[config.mk]
export PLATFORM = sky130hd
export DESIGN_NAME = io_register_space_decode
export DESIGN_NICKNAME = d
export VERILOG_FILES = /design/src/core/io_space_pkg.sv /design/src/core/io_register_space_decode.sv /design/src/core/io_addr_decode.sv
export SDC_FILE = /design/constraint.sdc
export NUM_CORES = 1
export LEC_CHECK = 0
export BUFFER_PORTS_ARGS = -buffer_cell sky130_fd_sc_hd__buf_2
export CORE_MARGIN = 2
export CORE_UTILIZATION = 40
export CTS_CLUSTER_SIZE = 16
export DETAILED_ROUTE_END_ITERATION = 16
export PLACE_DENSITY = 0.66
export SETUP_SLACK_MARGIN = 0.02
export SLEW_MARGIN = 20
export SYNTH_ARGS = -nofsm -noshare
export SYNTH_HDL_FRONTEND = slang
export SYNTH_SLANG_ARGS = --single-unit
[constraint.sdc]
create_clock -name clk_sys_i -period 2.39 [get_ports clk_sys_i]
set_input_delay 0.478 -clock clk_sys_i [delete_from_list [all_inputs] [get_ports clk_sys_i]]
set_output_delay 0.478 -clock clk_sys_i [all_outputs]
set_load 0.1 [all_outputs]
[src/core/io_space_pkg.sv]
// package: io register space map, access kinds and field layouts
package io_space_pkg;

    // ------------------------------------------------------------
    // address map
    // ------------------------------------------------------------
    localparam logic [5:0] IO_SPACE_SIZE_M1   = 6'h3f;     // 64 port-style locations
    localparam logic [8:0] DATA_IO_OFFSET     = 9'h020;    // data address = port address + this
    localparam logic [8:0] DATA_EXT_FIRST     = 9'h060;    // extended region start
    localparam logic [8:0] DATA_EXT_LAST      = 9'h1ff;    // extended region end
    localparam logic [5:0] BIT_OP_LIMIT       = 6'h1f;     // last bit-accessible address

    localparam logic [5:0] ADDR_T0_FLAGS      = 6'h15;
    localparam logic [5:0] ADDR_T1_FLAGS      = 6'h16;
    localparam logic [5:0] ADDR_T3_FLAGS      = 6'h18;
    localparam logic [5:0] ADDR_T4_FLAGS      = 6'h19;
    localparam logic [5:0] ADDR_PC_FLAGS      = 6'h1b;
    localparam logic [5:0] ADDR_SCRATCH_0     = 6'h1e;
    localparam logic [5:0] ADDR_SCRATCH_1     = 6'h2a;
    localparam logic [5:0] ADDR_SCRATCH_2     = 6'h2b;
    localparam logic [5:0] ADDR_FAR_PAGE      = 6'h3b;
    localparam logic [5:0] ADDR_SP_LOW        = 6'h3d;
    localparam logic [5:0] ADDR_SP_HIGH       = 6'h3e;
    localparam logic [5:0] ADDR_COND_FLAGS    = 6'h3f;

    // ------------------------------------------------------------
    // implemented bit masks (reserved bits read zero)
    // ------------------------------------------------------------
    localparam logic [7:0] MASK_T0_FLAGS      = 8'h07;
    localparam logic [7:0] MASK_T1_FLAGS      = 8'h2f;
    localparam logic [7:0] MASK_T3_FLAGS      = 8'h2f;
    localparam logic [7:0] MASK_T4_FLAGS      = 8'he4;
    localparam logic [7:0] MASK_PC_FLAGS      = 8'h01;
    localparam logic [7:0] MASK_FAR_PAGE      = 8'h03;
    localparam logic [7:0] RESET_BYTE         = 8'h00;
    localparam logic [7:0] RESET_SP_LOW       = 8'hff;
    localparam logic [7:0] RESET_SP_HIGH      = 8'h0a;

    localparam int         NUM_FLAG_REGS      = 5;

    // ------------------------------------------------------------
    // access kinds issued by the core
    // ------------------------------------------------------------
    typedef enum logic [2:0]
    {
        ACC_NONE       = 3'b000,
        ACC_PORT_IN    = 3'b001,  // short register-in
        ACC_PORT_OUT   = 3'b010,  // short register-out
        ACC_DATA_LOAD  = 3'b011,  // data_load_op / direct_load_op / displaced_load_op
        ACC_DATA_STORE = 3'b100,  // data_store_op / direct_store_op
        ACC_BIT_SET    = 3'b101,  // set_io_bit_op
        ACC_BIT_CLEAR  = 3'b110,  // clear_io_bit_op
        ACC_BIT_TEST   = 3'b111   // skip_if_io_bit_set_op / skip_if_io_bit_clear_op
    } access_kind_e;

    // request from the core
    typedef struct packed
    {
        access_kind_e kind;
        logic [8:0]   addr;      // port address (5:0) or data address (8:0)
        logic [2:0]   bit_sel;
        logic         skip_on_set; // bit test: 1 skip if set, 0 skip if clear
        logic [7:0]   wdata;
    } io_req_s;

    // answer to the core
    typedef struct packed
    {
        logic       ack;
        logic       err;         // access refused
        logic       ext_sel;     // access forwarded to the extended region
        logic       skip;
        logic [7:0] rdata;
    } io_rsp_s;

    // decoded target inside port space
    typedef struct packed
    {
        logic       hit;         // valid port-space address
        logic [5:0] port_addr;
        logic       ext;         // extended region
    } io_decode_s;

endpackage

[src/core/io_register_space_decode.sv]
// module: core and flag registers of the port register space
`timescale 1ns/1ps
`default_nettype none

// Summary of operation
// - Port registers appear in data space at port address plus thirty-two.
// - Extended region is reached by loads and stores, never by short operations.
// - Bit set and clear work only in the lowest thirty-two addresses.
// - Bit test in the low range reports a skip on set or clear.
// - Writing one clears a status flag; writing zero leaves it.
// - Bit set and clear rewrite the whole register, clearing set flags other than the bit a clear targets.
module io_register_space_decode
(
    // clock and reset
    input  wire logic                    clk_sys_i,
    input  wire logic                    arst_n_i,
    // core access
    input  wire logic                    req_valid_i,
    input  wire io_space_pkg::io_req_s   req_i,
    output io_space_pkg::io_rsp_s        rsp_o,
    // extended region forwarding
    output logic [8:0]                   ext_addr_o,
    output logic [7:0]                   ext_wdata_o,
    output logic                         ext_we_o,
    output logic                         ext_re_o,
    input  wire logic [7:0]              ext_rdata_i,
    // hardware flag events, one vector per flag register
    input  wire logic [7:0]              t0_event_i,
    input  wire logic [7:0]              t1_event_i,
    input  wire logic [7:0]              t3_event_i,
    input  wire logic [7:0]              t4_event_i,
    input  wire logic [7:0]              pc_event_i,
    // core state seen by the core
    output logic [7:0]                   cond_flags_o,
    output logic [15:0]                  stack_ptr_o,
    output logic [1:0]                   far_page_o
);
    import io_space_pkg::*;

    // ------------------------------------------------------------
    // reset release
    // ------------------------------------------------------------
    logic [1:0] rst_sync_q;
    logic       rst_n;

    always_ff @(posedge clk_sys_i or negedge arst_n_i)
    begin
        if (!arst_n_i)
            rst_sync_q <= 2'b00;
        else
            rst_sync_q <= {rst_sync_q[0], 1'b1};
    end
    assign rst_n = rst_sync_q[1];

    // ------------------------------------------------------------
    // decode
    // ------------------------------------------------------------
    io_decode_s dec;
    logic       legal;

    io_addr_decode u_decode
    (
        .req_i   (req_i),
        .dec_o   (dec),
        .legal_o (legal)
    );

    // ------------------------------------------------------------
    // storage
    // ------------------------------------------------------------
    logic [7:0] flags_q [NUM_FLAG_REGS];
    logic [7:0] scratch_q [3];
    logic [7:0] far_page_q;
    logic [7:0] sp_low_q;
    logic [7:0] sp_high_q;
    logic [7:0] cond_q;
    logic [7:0] event_vec [NUM_FLAG_REGS];

    assign event_vec[0] = t0_event_i;
    assign event_vec[1] = t1_event_i;
    assign event_vec[2] = t3_event_i;
    assign event_vec[3] = t4_event_i;
    assign event_vec[4] = pc_event_i;

    // index of a flag register, or NUM_FLAG_REGS if none
    function automatic int flag_index(input logic [5:0] a);
        case (a)
            ADDR_T0_FLAGS: flag_index = 0;
            ADDR_T1_FLAGS: flag_index = 1;
            ADDR_T3_FLAGS: flag_index = 2;
            ADDR_T4_FLAGS: flag_index = 3;
            ADDR_PC_FLAGS: flag_index = 4;
            default:       flag_index = NUM_FLAG_REGS;
        endcase
    endfunction

    // implemented bits of a flag register
    function automatic logic [7:0] flag_mask(input int i);
        case (i)
            0:       flag_mask = MASK_T0_FLAGS;
            1:       flag_mask = MASK_T1_FLAGS;
            2:       flag_mask = MASK_T3_FLAGS;
            3:       flag_mask = MASK_T4_FLAGS;
            4:       flag_mask = MASK_PC_FLAGS;
            default: flag_mask = 8'h00;
        endcase
    endfunction

    // ------------------------------------------------------------
    // read path (pure, no side effects)
    // ------------------------------------------------------------
    logic [7:0] read_byte;
    int         rd_fi;

    always_comb
    begin
        rd_fi     = flag_index(dec.port_addr);
        read_byte = 8'h00;
        if (rd_fi < NUM_FLAG_REGS)
            read_byte = flags_q[rd_fi] & flag_mask(rd_fi);
        else
            case (dec.port_addr)
                ADDR_SCRATCH_0:  read_byte = scratch_q[0];
                ADDR_SCRATCH_1:  read_byte = scratch_q[1];
                ADDR_SCRATCH_2:  read_byte = scratch_q[2];
                ADDR_FAR_PAGE:   read_byte = far_page_q & MASK_FAR_PAGE;
                ADDR_SP_LOW:     read_byte = sp_low_q;
                ADDR_SP_HIGH:    read_byte = sp_high_q;
                ADDR_COND_FLAGS: read_byte = cond_q;
                default:         read_byte = 8'h00;
            endcase
    end

    // ------------------------------------------------------------
    // write value
    // ------------------------------------------------------------
    logic       do_write;
    logic [7:0] write_byte;
    logic [7:0] bit_onehot;

    always_comb
    begin
        bit_onehot = 8'h01 << req_i.bit_sel;
        do_write   = 1'b0;
        write_byte = req_i.wdata;
        if (req_valid_i && legal && dec.hit)
            case (req_i.kind)
                ACC_PORT_OUT, ACC_DATA_STORE:
                    do_write = 1'b1;
                ACC_BIT_SET:
                begin
                    do_write   = 1'b1;
                    write_byte = read_byte | bit_onehot;
                end
                ACC_BIT_CLEAR:
                begin
                    do_write   = 1'b1;
                    write_byte = read_byte & ~bit_onehot;
                end
                default:
                    do_write = 1'b0;
            endcase
    end

    // ------------------------------------------------------------
    // flag registers: event set wins over write-one clear
    // ------------------------------------------------------------
    genvar g;
    generate
        for (g = 0; g < NUM_FLAG_REGS; g++)
        begin : g_flag
            logic [7:0] clr;
            assign clr = (do_write && flag_index(dec.port_addr) == g) ? write_byte : 8'h00;
            always_ff @(posedge clk_sys_i or negedge rst_n)
            begin
                if (!rst_n)
                    flags_q[g] <= RESET_BYTE;
                else
                    flags_q[g] <= ((flags_q[g] & ~clr) | event_vec[g])
                                  & flag_mask(g);
            end
        end
    endgenerate

    // ------------------------------------------------------------
    // plain registers; reserved addresses ignore writes
    // ------------------------------------------------------------
    always_ff @(posedge clk_sys_i or negedge rst_n)
    begin
        if (!rst_n)
        begin
            scratch_q[0] <= RESET_BYTE;
            scratch_q[1] <= RESET_BYTE;
            scratch_q[2] <= RESET_BYTE;
            far_page_q   <= RESET_BYTE;
            sp_low_q     <= RESET_SP_LOW;
            sp_high_q    <= RESET_SP_HIGH;
            cond_q       <= RESET_BYTE;
        end
        else if (do_write)
            case (dec.port_addr)
                ADDR_SCRATCH_0:  scratch_q[0] <= write_byte;
                ADDR_SCRATCH_1:  scratch_q[1] <= write_byte;
                ADDR_SCRATCH_2:  scratch_q[2] <= write_byte;
                ADDR_FAR_PAGE:   far_page_q   <= write_byte & MASK_FAR_PAGE;
                ADDR_SP_LOW:     sp_low_q     <= write_byte;
                ADDR_SP_HIGH:    sp_high_q    <= write_byte;
                ADDR_COND_FLAGS: cond_q       <= write_byte;
                default:         cond_q       <= cond_q;
            endcase
    end

    // ------------------------------------------------------------
    // answer, registered one cycle after the request
    // ------------------------------------------------------------
    always_ff @(posedge clk_sys_i or negedge rst_n)
    begin
        if (!rst_n)
        begin
            rsp_o    <= '0;
        end
        else
        begin
            rsp_o.ack     <= req_valid_i;
            rsp_o.err     <= req_valid_i & ~legal;
            rsp_o.ext_sel <= req_valid_i & legal & dec.ext;
            rsp_o.skip    <= req_valid_i && legal && req_i.kind == ACC_BIT_TEST
                             && (read_byte[req_i.bit_sel] == req_i.skip_on_set);
            rsp_o.rdata   <= (req_valid_i && legal && dec.hit) ? read_byte : 8'h00;
        end
    end

    // extended region strobes, combinational from the request
    assign ext_addr_o   = req_i.addr;
    assign ext_wdata_o  = req_i.wdata;
    assign ext_we_o     = req_valid_i & legal & dec.ext & (req_i.kind == ACC_DATA_STORE);
    assign ext_re_o     = req_valid_i & legal & dec.ext & (req_i.kind == ACC_DATA_LOAD);
    assign cond_flags_o = cond_q;
    assign stack_ptr_o  = {sp_high_q, sp_low_q};
    assign far_page_o   = far_page_q[1:0];

    // ------------------------------------------------------------
    // checks
    // ------------------------------------------------------------
    property p_data_alias;
        @(posedge clk_sys_i) disable iff (!rst_n)
        (req_valid_i && req_i.kind == ACC_DATA_STORE && req_i.addr == 9'h03e)
        |=> (scratch_q[0] == $past(req_i.wdata));
    endproperty
    a_data_alias: assert property (p_data_alias) else $error("data alias write lost");

    property p_short_no_ext;
        @(posedge clk_sys_i) disable iff (!rst_n)
        (req_i.kind == ACC_PORT_IN || req_i.kind == ACC_PORT_OUT) |-> !ext_we_o && !ext_re_o;
    endproperty
    a_short_no_ext: assert property (p_short_no_ext) else $error("short op hit ext");

    property p_ext_load;
        @(posedge clk_sys_i) disable iff (!rst_n)
        (req_valid_i && req_i.kind == ACC_DATA_LOAD && req_i.addr >= DATA_EXT_FIRST)
        |=> rsp_o.ext_sel && !rsp_o.err;
    endproperty
    a_ext_load: assert property (p_ext_load) else $error("ext load not forwarded");

    property p_bit_high_refused;
        @(posedge clk_sys_i) disable iff (!rst_n)
        (req_valid_i && req_i.kind == ACC_BIT_SET && req_i.addr > 9'h01f) |=> rsp_o.err;
    endproperty
    a_bit_high_refused: assert property (p_bit_high_refused) else $error("bit op not refused");

    property p_skip;
        @(posedge clk_sys_i) disable iff (!rst_n)
        (req_valid_i && req_i.kind == ACC_BIT_TEST && req_i.addr == 9'h01e)
        |=> rsp_o.skip == ($past(scratch_q[0][req_i.bit_sel]) == $past(req_i.skip_on_set));
    endproperty
    a_skip: assert property (p_skip) else $error("skip result wrong");

    property p_w1c;
        @(posedge clk_sys_i) disable iff (!rst_n)
        (do_write && dec.port_addr == ADDR_PC_FLAGS && write_byte[0] && !pc_event_i[0])
        |=> !flags_q[4][0];
    endproperty
    a_w1c: assert property (p_w1c) else $error("flag not cleared");

    property p_w0_keep;
        @(posedge clk_sys_i) disable iff (!rst_n)
        (flags_q[4][0] && !(do_write && dec.port_addr == ADDR_PC_FLAGS && write_byte[0]))
        |=> flags_q[4][0];
    endproperty
    a_w0_keep: assert property (p_w0_keep) else $error("flag lost");

    property p_rmw_clear;
        @(posedge clk_sys_i) disable iff (!rst_n)
        (req_valid_i && (req_i.kind == ACC_BIT_SET || req_i.kind == ACC_BIT_CLEAR)
         && req_i.addr == 9'h015
         && flags_q[0][0] && req_i.bit_sel != 3'h0 && !t0_event_i[0])
        |=> !flags_q[0][0];
    endproperty
    a_rmw_clear: assert property (p_rmw_clear) else $error("rmw kept flag");

    property p_reserved_zero;
        @(posedge clk_sys_i) disable iff (!rst_n)
        (req_valid_i && req_i.kind == ACC_PORT_IN && req_i.addr == 9'h03c) |=> rsp_o.rdata == 8'h00;
    endproperty
    a_reserved_zero: assert property (p_reserved_zero) else $error("reserved read nonzero");

endmodule

`default_nettype wire

[src/core/io_addr_decode.sv]
// module: maps core accesses onto port-space addresses
`timescale 1ns/1ps
`default_nettype none

module io_addr_decode
(
    // request
    input  wire io_space_pkg::io_req_s    req_i,
    // decoded target
    output io_space_pkg::io_decode_s      dec_o,
    output logic                          legal_o
);
    import io_space_pkg::*;

    // ------------------------------------------------------------
    // address translation and legality
    // ------------------------------------------------------------
    logic [8:0] port_off;

    // data space subtracts the fixed offset, port space is used directly
    always_comb
    begin
        port_off      = req_i.addr - DATA_IO_OFFSET;
        dec_o.hit     = 1'b0;
        dec_o.ext     = 1'b0;
        dec_o.port_addr = 6'h00;
        legal_o       = 1'b0;
        case (req_i.kind)
            ACC_PORT_IN, ACC_PORT_OUT:
            begin
                // short operations reach only the 64 low locations
                dec_o.hit       = (req_i.addr[8:6] == 3'b000);
                dec_o.port_addr = req_i.addr[5:0];
                legal_o         = dec_o.hit;
            end
            ACC_DATA_LOAD, ACC_DATA_STORE:
            begin
                if ((req_i.addr >= DATA_IO_OFFSET) && (req_i.addr < DATA_EXT_FIRST))
                begin
                    dec_o.hit       = 1'b1;
                    dec_o.port_addr = port_off[5:0];
                end
                dec_o.ext = (req_i.addr >= DATA_EXT_FIRST)
                          && (req_i.addr <= DATA_EXT_LAST);
                legal_o   = dec_o.hit | dec_o.ext;
            end
            ACC_BIT_SET, ACC_BIT_CLEAR, ACC_BIT_TEST:
            begin
                // bit operations only up to and including the limit
                dec_o.hit       = (req_i.addr[8:5] == 4'h0);
                dec_o.port_addr = req_i.addr[5:0];
                legal_o         = dec_o.hit;
            end
            default:
            begin
                legal_o = 1'b0;
            end
        endcase
    end

endmodule

`default_nettype wire

==> results.yml <==
setup_path:
  critPathCaptureType: "flip-flop"
  reg2regPathDepth: 11
  path_max_fanout: 5
  reg2reg_slack_ps: -180
  reg2reg_to: "cond_flags_o[1]"
  worstSetupPathType: "primary input to flip-flop"
  reg2reg_from: "cond_flags_o[1]"
  critPathLaunch: "req_i[21]"
  worstPathRequired_ps: 2620
  crit_arrival_ps: 2960
  crit_path_start_kind: "primary input"
detailed_routing:
  ant_nets: 0
  drt_wl_total_mm: 16.5
  avgViaCountPerCell: 5.49
  drtPass1Iterations: 6
  initialDrtViolationCount: 265
  wire_per_inst_microns: 18.9
  vias: 4800
  drc: 0
yosys:
  synth.distinct_cells: 81
  ys_ff_latch: 82
  syn_nets: 557
  synth_top_area_share_pct: 36.0
  synth_common_cells: "dfrtp_1 (72), mux2_2 (57), nor2_1 (43)"
  synth_area_leaders: "dfrtp_1 (36%), mux2_2 (13%), dfstp_2 (5.2%)"
  synthesis.area_sq_mm: 0.00501
  synth_cells: 482
  yosysTopAreaCell: "dfrtp_1"
  ys_seq_area_share_pct: 41.2
  synth_ff_type: "dfrtp_1"
  yosys_warnings: 0
  synth_edf_count: 0
  synthArstFlopShare_pct: 100
  synth.avg_cell_area_sq_um: 10.4
  yosysMostFrequentCell: "dfrtp_1"
die:
  rows: 40
  core-area_sq_mm: 0.0121
  start_util_pct: 41.3
  die_area_sq_mm: 0.0134
  die_h_microns: 116
  pin_count: 132
  die_x_microns: 116
clock_tree:
  clock_sinks: 82
  clock_latency_ps: 350
  cts.clk_slew.worst_paths_ps: 60
  htreeDepth: 3
  cts_buffer_depth: 2
  cts_buffers: 9
  clockRootBuffer: "clkbuf_16"
  cts_tree: "done"
timing:
  hold_violations: 0
  slew-limit-headroom_pct: 57.1
  finalMaxSlewViolations: 0
  rsz0062_at_grt: "yes"
  setup_viol: 69
  worst_pin_slew_ps: 639
  min_period_over_period_pct: 114
  tns_ps: -17160
  min_period_ps: 2730
  fin_ws_ps: -340
  fmax_mhz: 366
  skew_ps: 8.94
cells_and_area:
  layout-drive-gt1-share_pct: 58.4
  syn_to_final_growth_pct: 49.3
  final_util_pct: 61.7
  fin_cells: 875
  nets: 777
  n_antenna_cell: 0
place:
  dp_hpwl_mm: 12.2
  dp.cells: 836
  gp_congestion: 0.924
  port_buffers: 101
power_and_ir_drop:
  p_leak_nw: 3.46
  ir_drop_mv: 0.379
  p_per_area_mw_per_mm2: 487
min_path:
  min_path_type: "flip-flop to async pin"
grt:
  grt_pass1_wl_mm: 25.3
  grt_use_total_pct: 25.2
  antenna_found_initial: 0
  grt_pass1_vias: 4825
  grt_max_degree: 60
  gr-total-overflow: 0
outcome:
  violations: "setup timing"
  status: "finished with violations"
flow_run:
  cap_violations: 0
[area by class of cell]
| type | count | area (sq um) |
|---|---|---|
| multi-input cells | 340 | 2970 |
| well taps | 168 | 210 |
| fillers | 1029 | 4640 |
| clock buffers | 11 | 243 |
| clock inverters | 5 | 61.3 |
| inverters | 19 | 71.3 |
| repair buffers | 250 | 1850 |
| flip-flops and latches | 82 | 2070 |
[registers in the layout (all words and copies together), names as in the netlist]
signal        count
flags_q          18
cond_flags_o      8
sp_low_q          8
far_page_q        2
sp_high_q         8
rsp_o            12
rst_sync_q        2
scratch_q        24
[cells by family after synthesis]
| kind of cell | Yosys count | share of synthesized area [%] |
|---|---|---|
| AO/OA/AOI/OAI | 114 | 19.1 |
| XOR/XNOR | 1 | 0.550 |
| buffers and inverters | 61 | 6.67 |
| flip-flops | 82 | 41.2 |
| multiplexers | 65 | 14.5 |
| other | 1 | 0.0749 |
| AND/OR/NAND/NOR | 158 | 17.9 |
[how the worst max path moves through the flow]
| stage | to | slack, ps |
|---|---|---|
| floorplan | sp_high_q[0] | -450 |
| CTS | cond_flags_o[0] | -330 |
| global placement | flags_q[32] | -830 |
| finish | sp_high_q[0] | -340 |
| global route | scratch_q[12] | -420 |
| detailed placement | flags_q[32] | -910 |
[through the flow]
stage	hold slack, ps	power [mW]	cell area [sq um]	setup slack, ps
after global routing	238	3.74	7480	-418
after floorplan	182	1.88	5140	-449
after global placement	215	2.11	6590	-833
after CTS	225	3.62	7280	-329
after detailed placement	220	2.13	6590	-905
final	214	3.64	7480	-340
[power breakdown]
| part | total (mW) | internal [mW] | switching, mW |
|---|---|---|---|
| sequential | 1.42 | 1.40 | 0.0130 |
| combinational | 0.777 | 0.288 | 0.489 |
| clock | 1.45 | 0.844 | 0.603 |
[worst max-delay path, cell delays in order]
cell and delay [ps]:
buf_6 90, or3b_4 420, a2111o_1 430, a21oi_2 220, mux2i_2 310, a211oi_4 120, nor4_2 150, o21ai_1 150
and3b_2 310, mux2_4 280
[layer usage]
metal  track usage (%)  wire length [microns]  vias up
met4              12.3                    505        0
met5                 0                      0        -
li1                  -                      -     2227
met2              41.8                   8060      177
met3              4.18                    934       34
met1              32.1                   7030     2362
[placed cells by master (no fill, tap or decap), types with 6 or more instances in the layout]
cell type / netlist / final
nor3_1: 12 / 8
mux2i_1: 7 / 6
nand3_1: 10 / 9
nand2_1: 29 / 26
buf_12: 0 / 8
dfstp_2: 10 / 10
a21o_1: 7 / 7
mux2_4: 0 / 15
buf_2: 9 / 92
a31oi_1: 12 / 12
nor2b_1: 10 / 6
dfrtp_1: 72 / 70
clkbuf_16: 0 / 10
mux2_2: 57 / 42
nand4_1: 9 / 9
buf_4: 21 / 127
buf_6: 2 / 19
a21oi_1: 15 / 11
inv_1: 18 / 18
nor2_1: 43 / 38
[what timing repair did]
item / in CTS / in global routing
endpoints found under the hold margin: 2 / 0
endpoints found under the setup margin: 71 / 70
setup buffers: 14 / 8
cloned: 1 / 1
pin swaps: 21 / 10
gates resized for setup: 60 / 29
hold buffers: 1 / 0
Power figures use the tool's default switching activity.
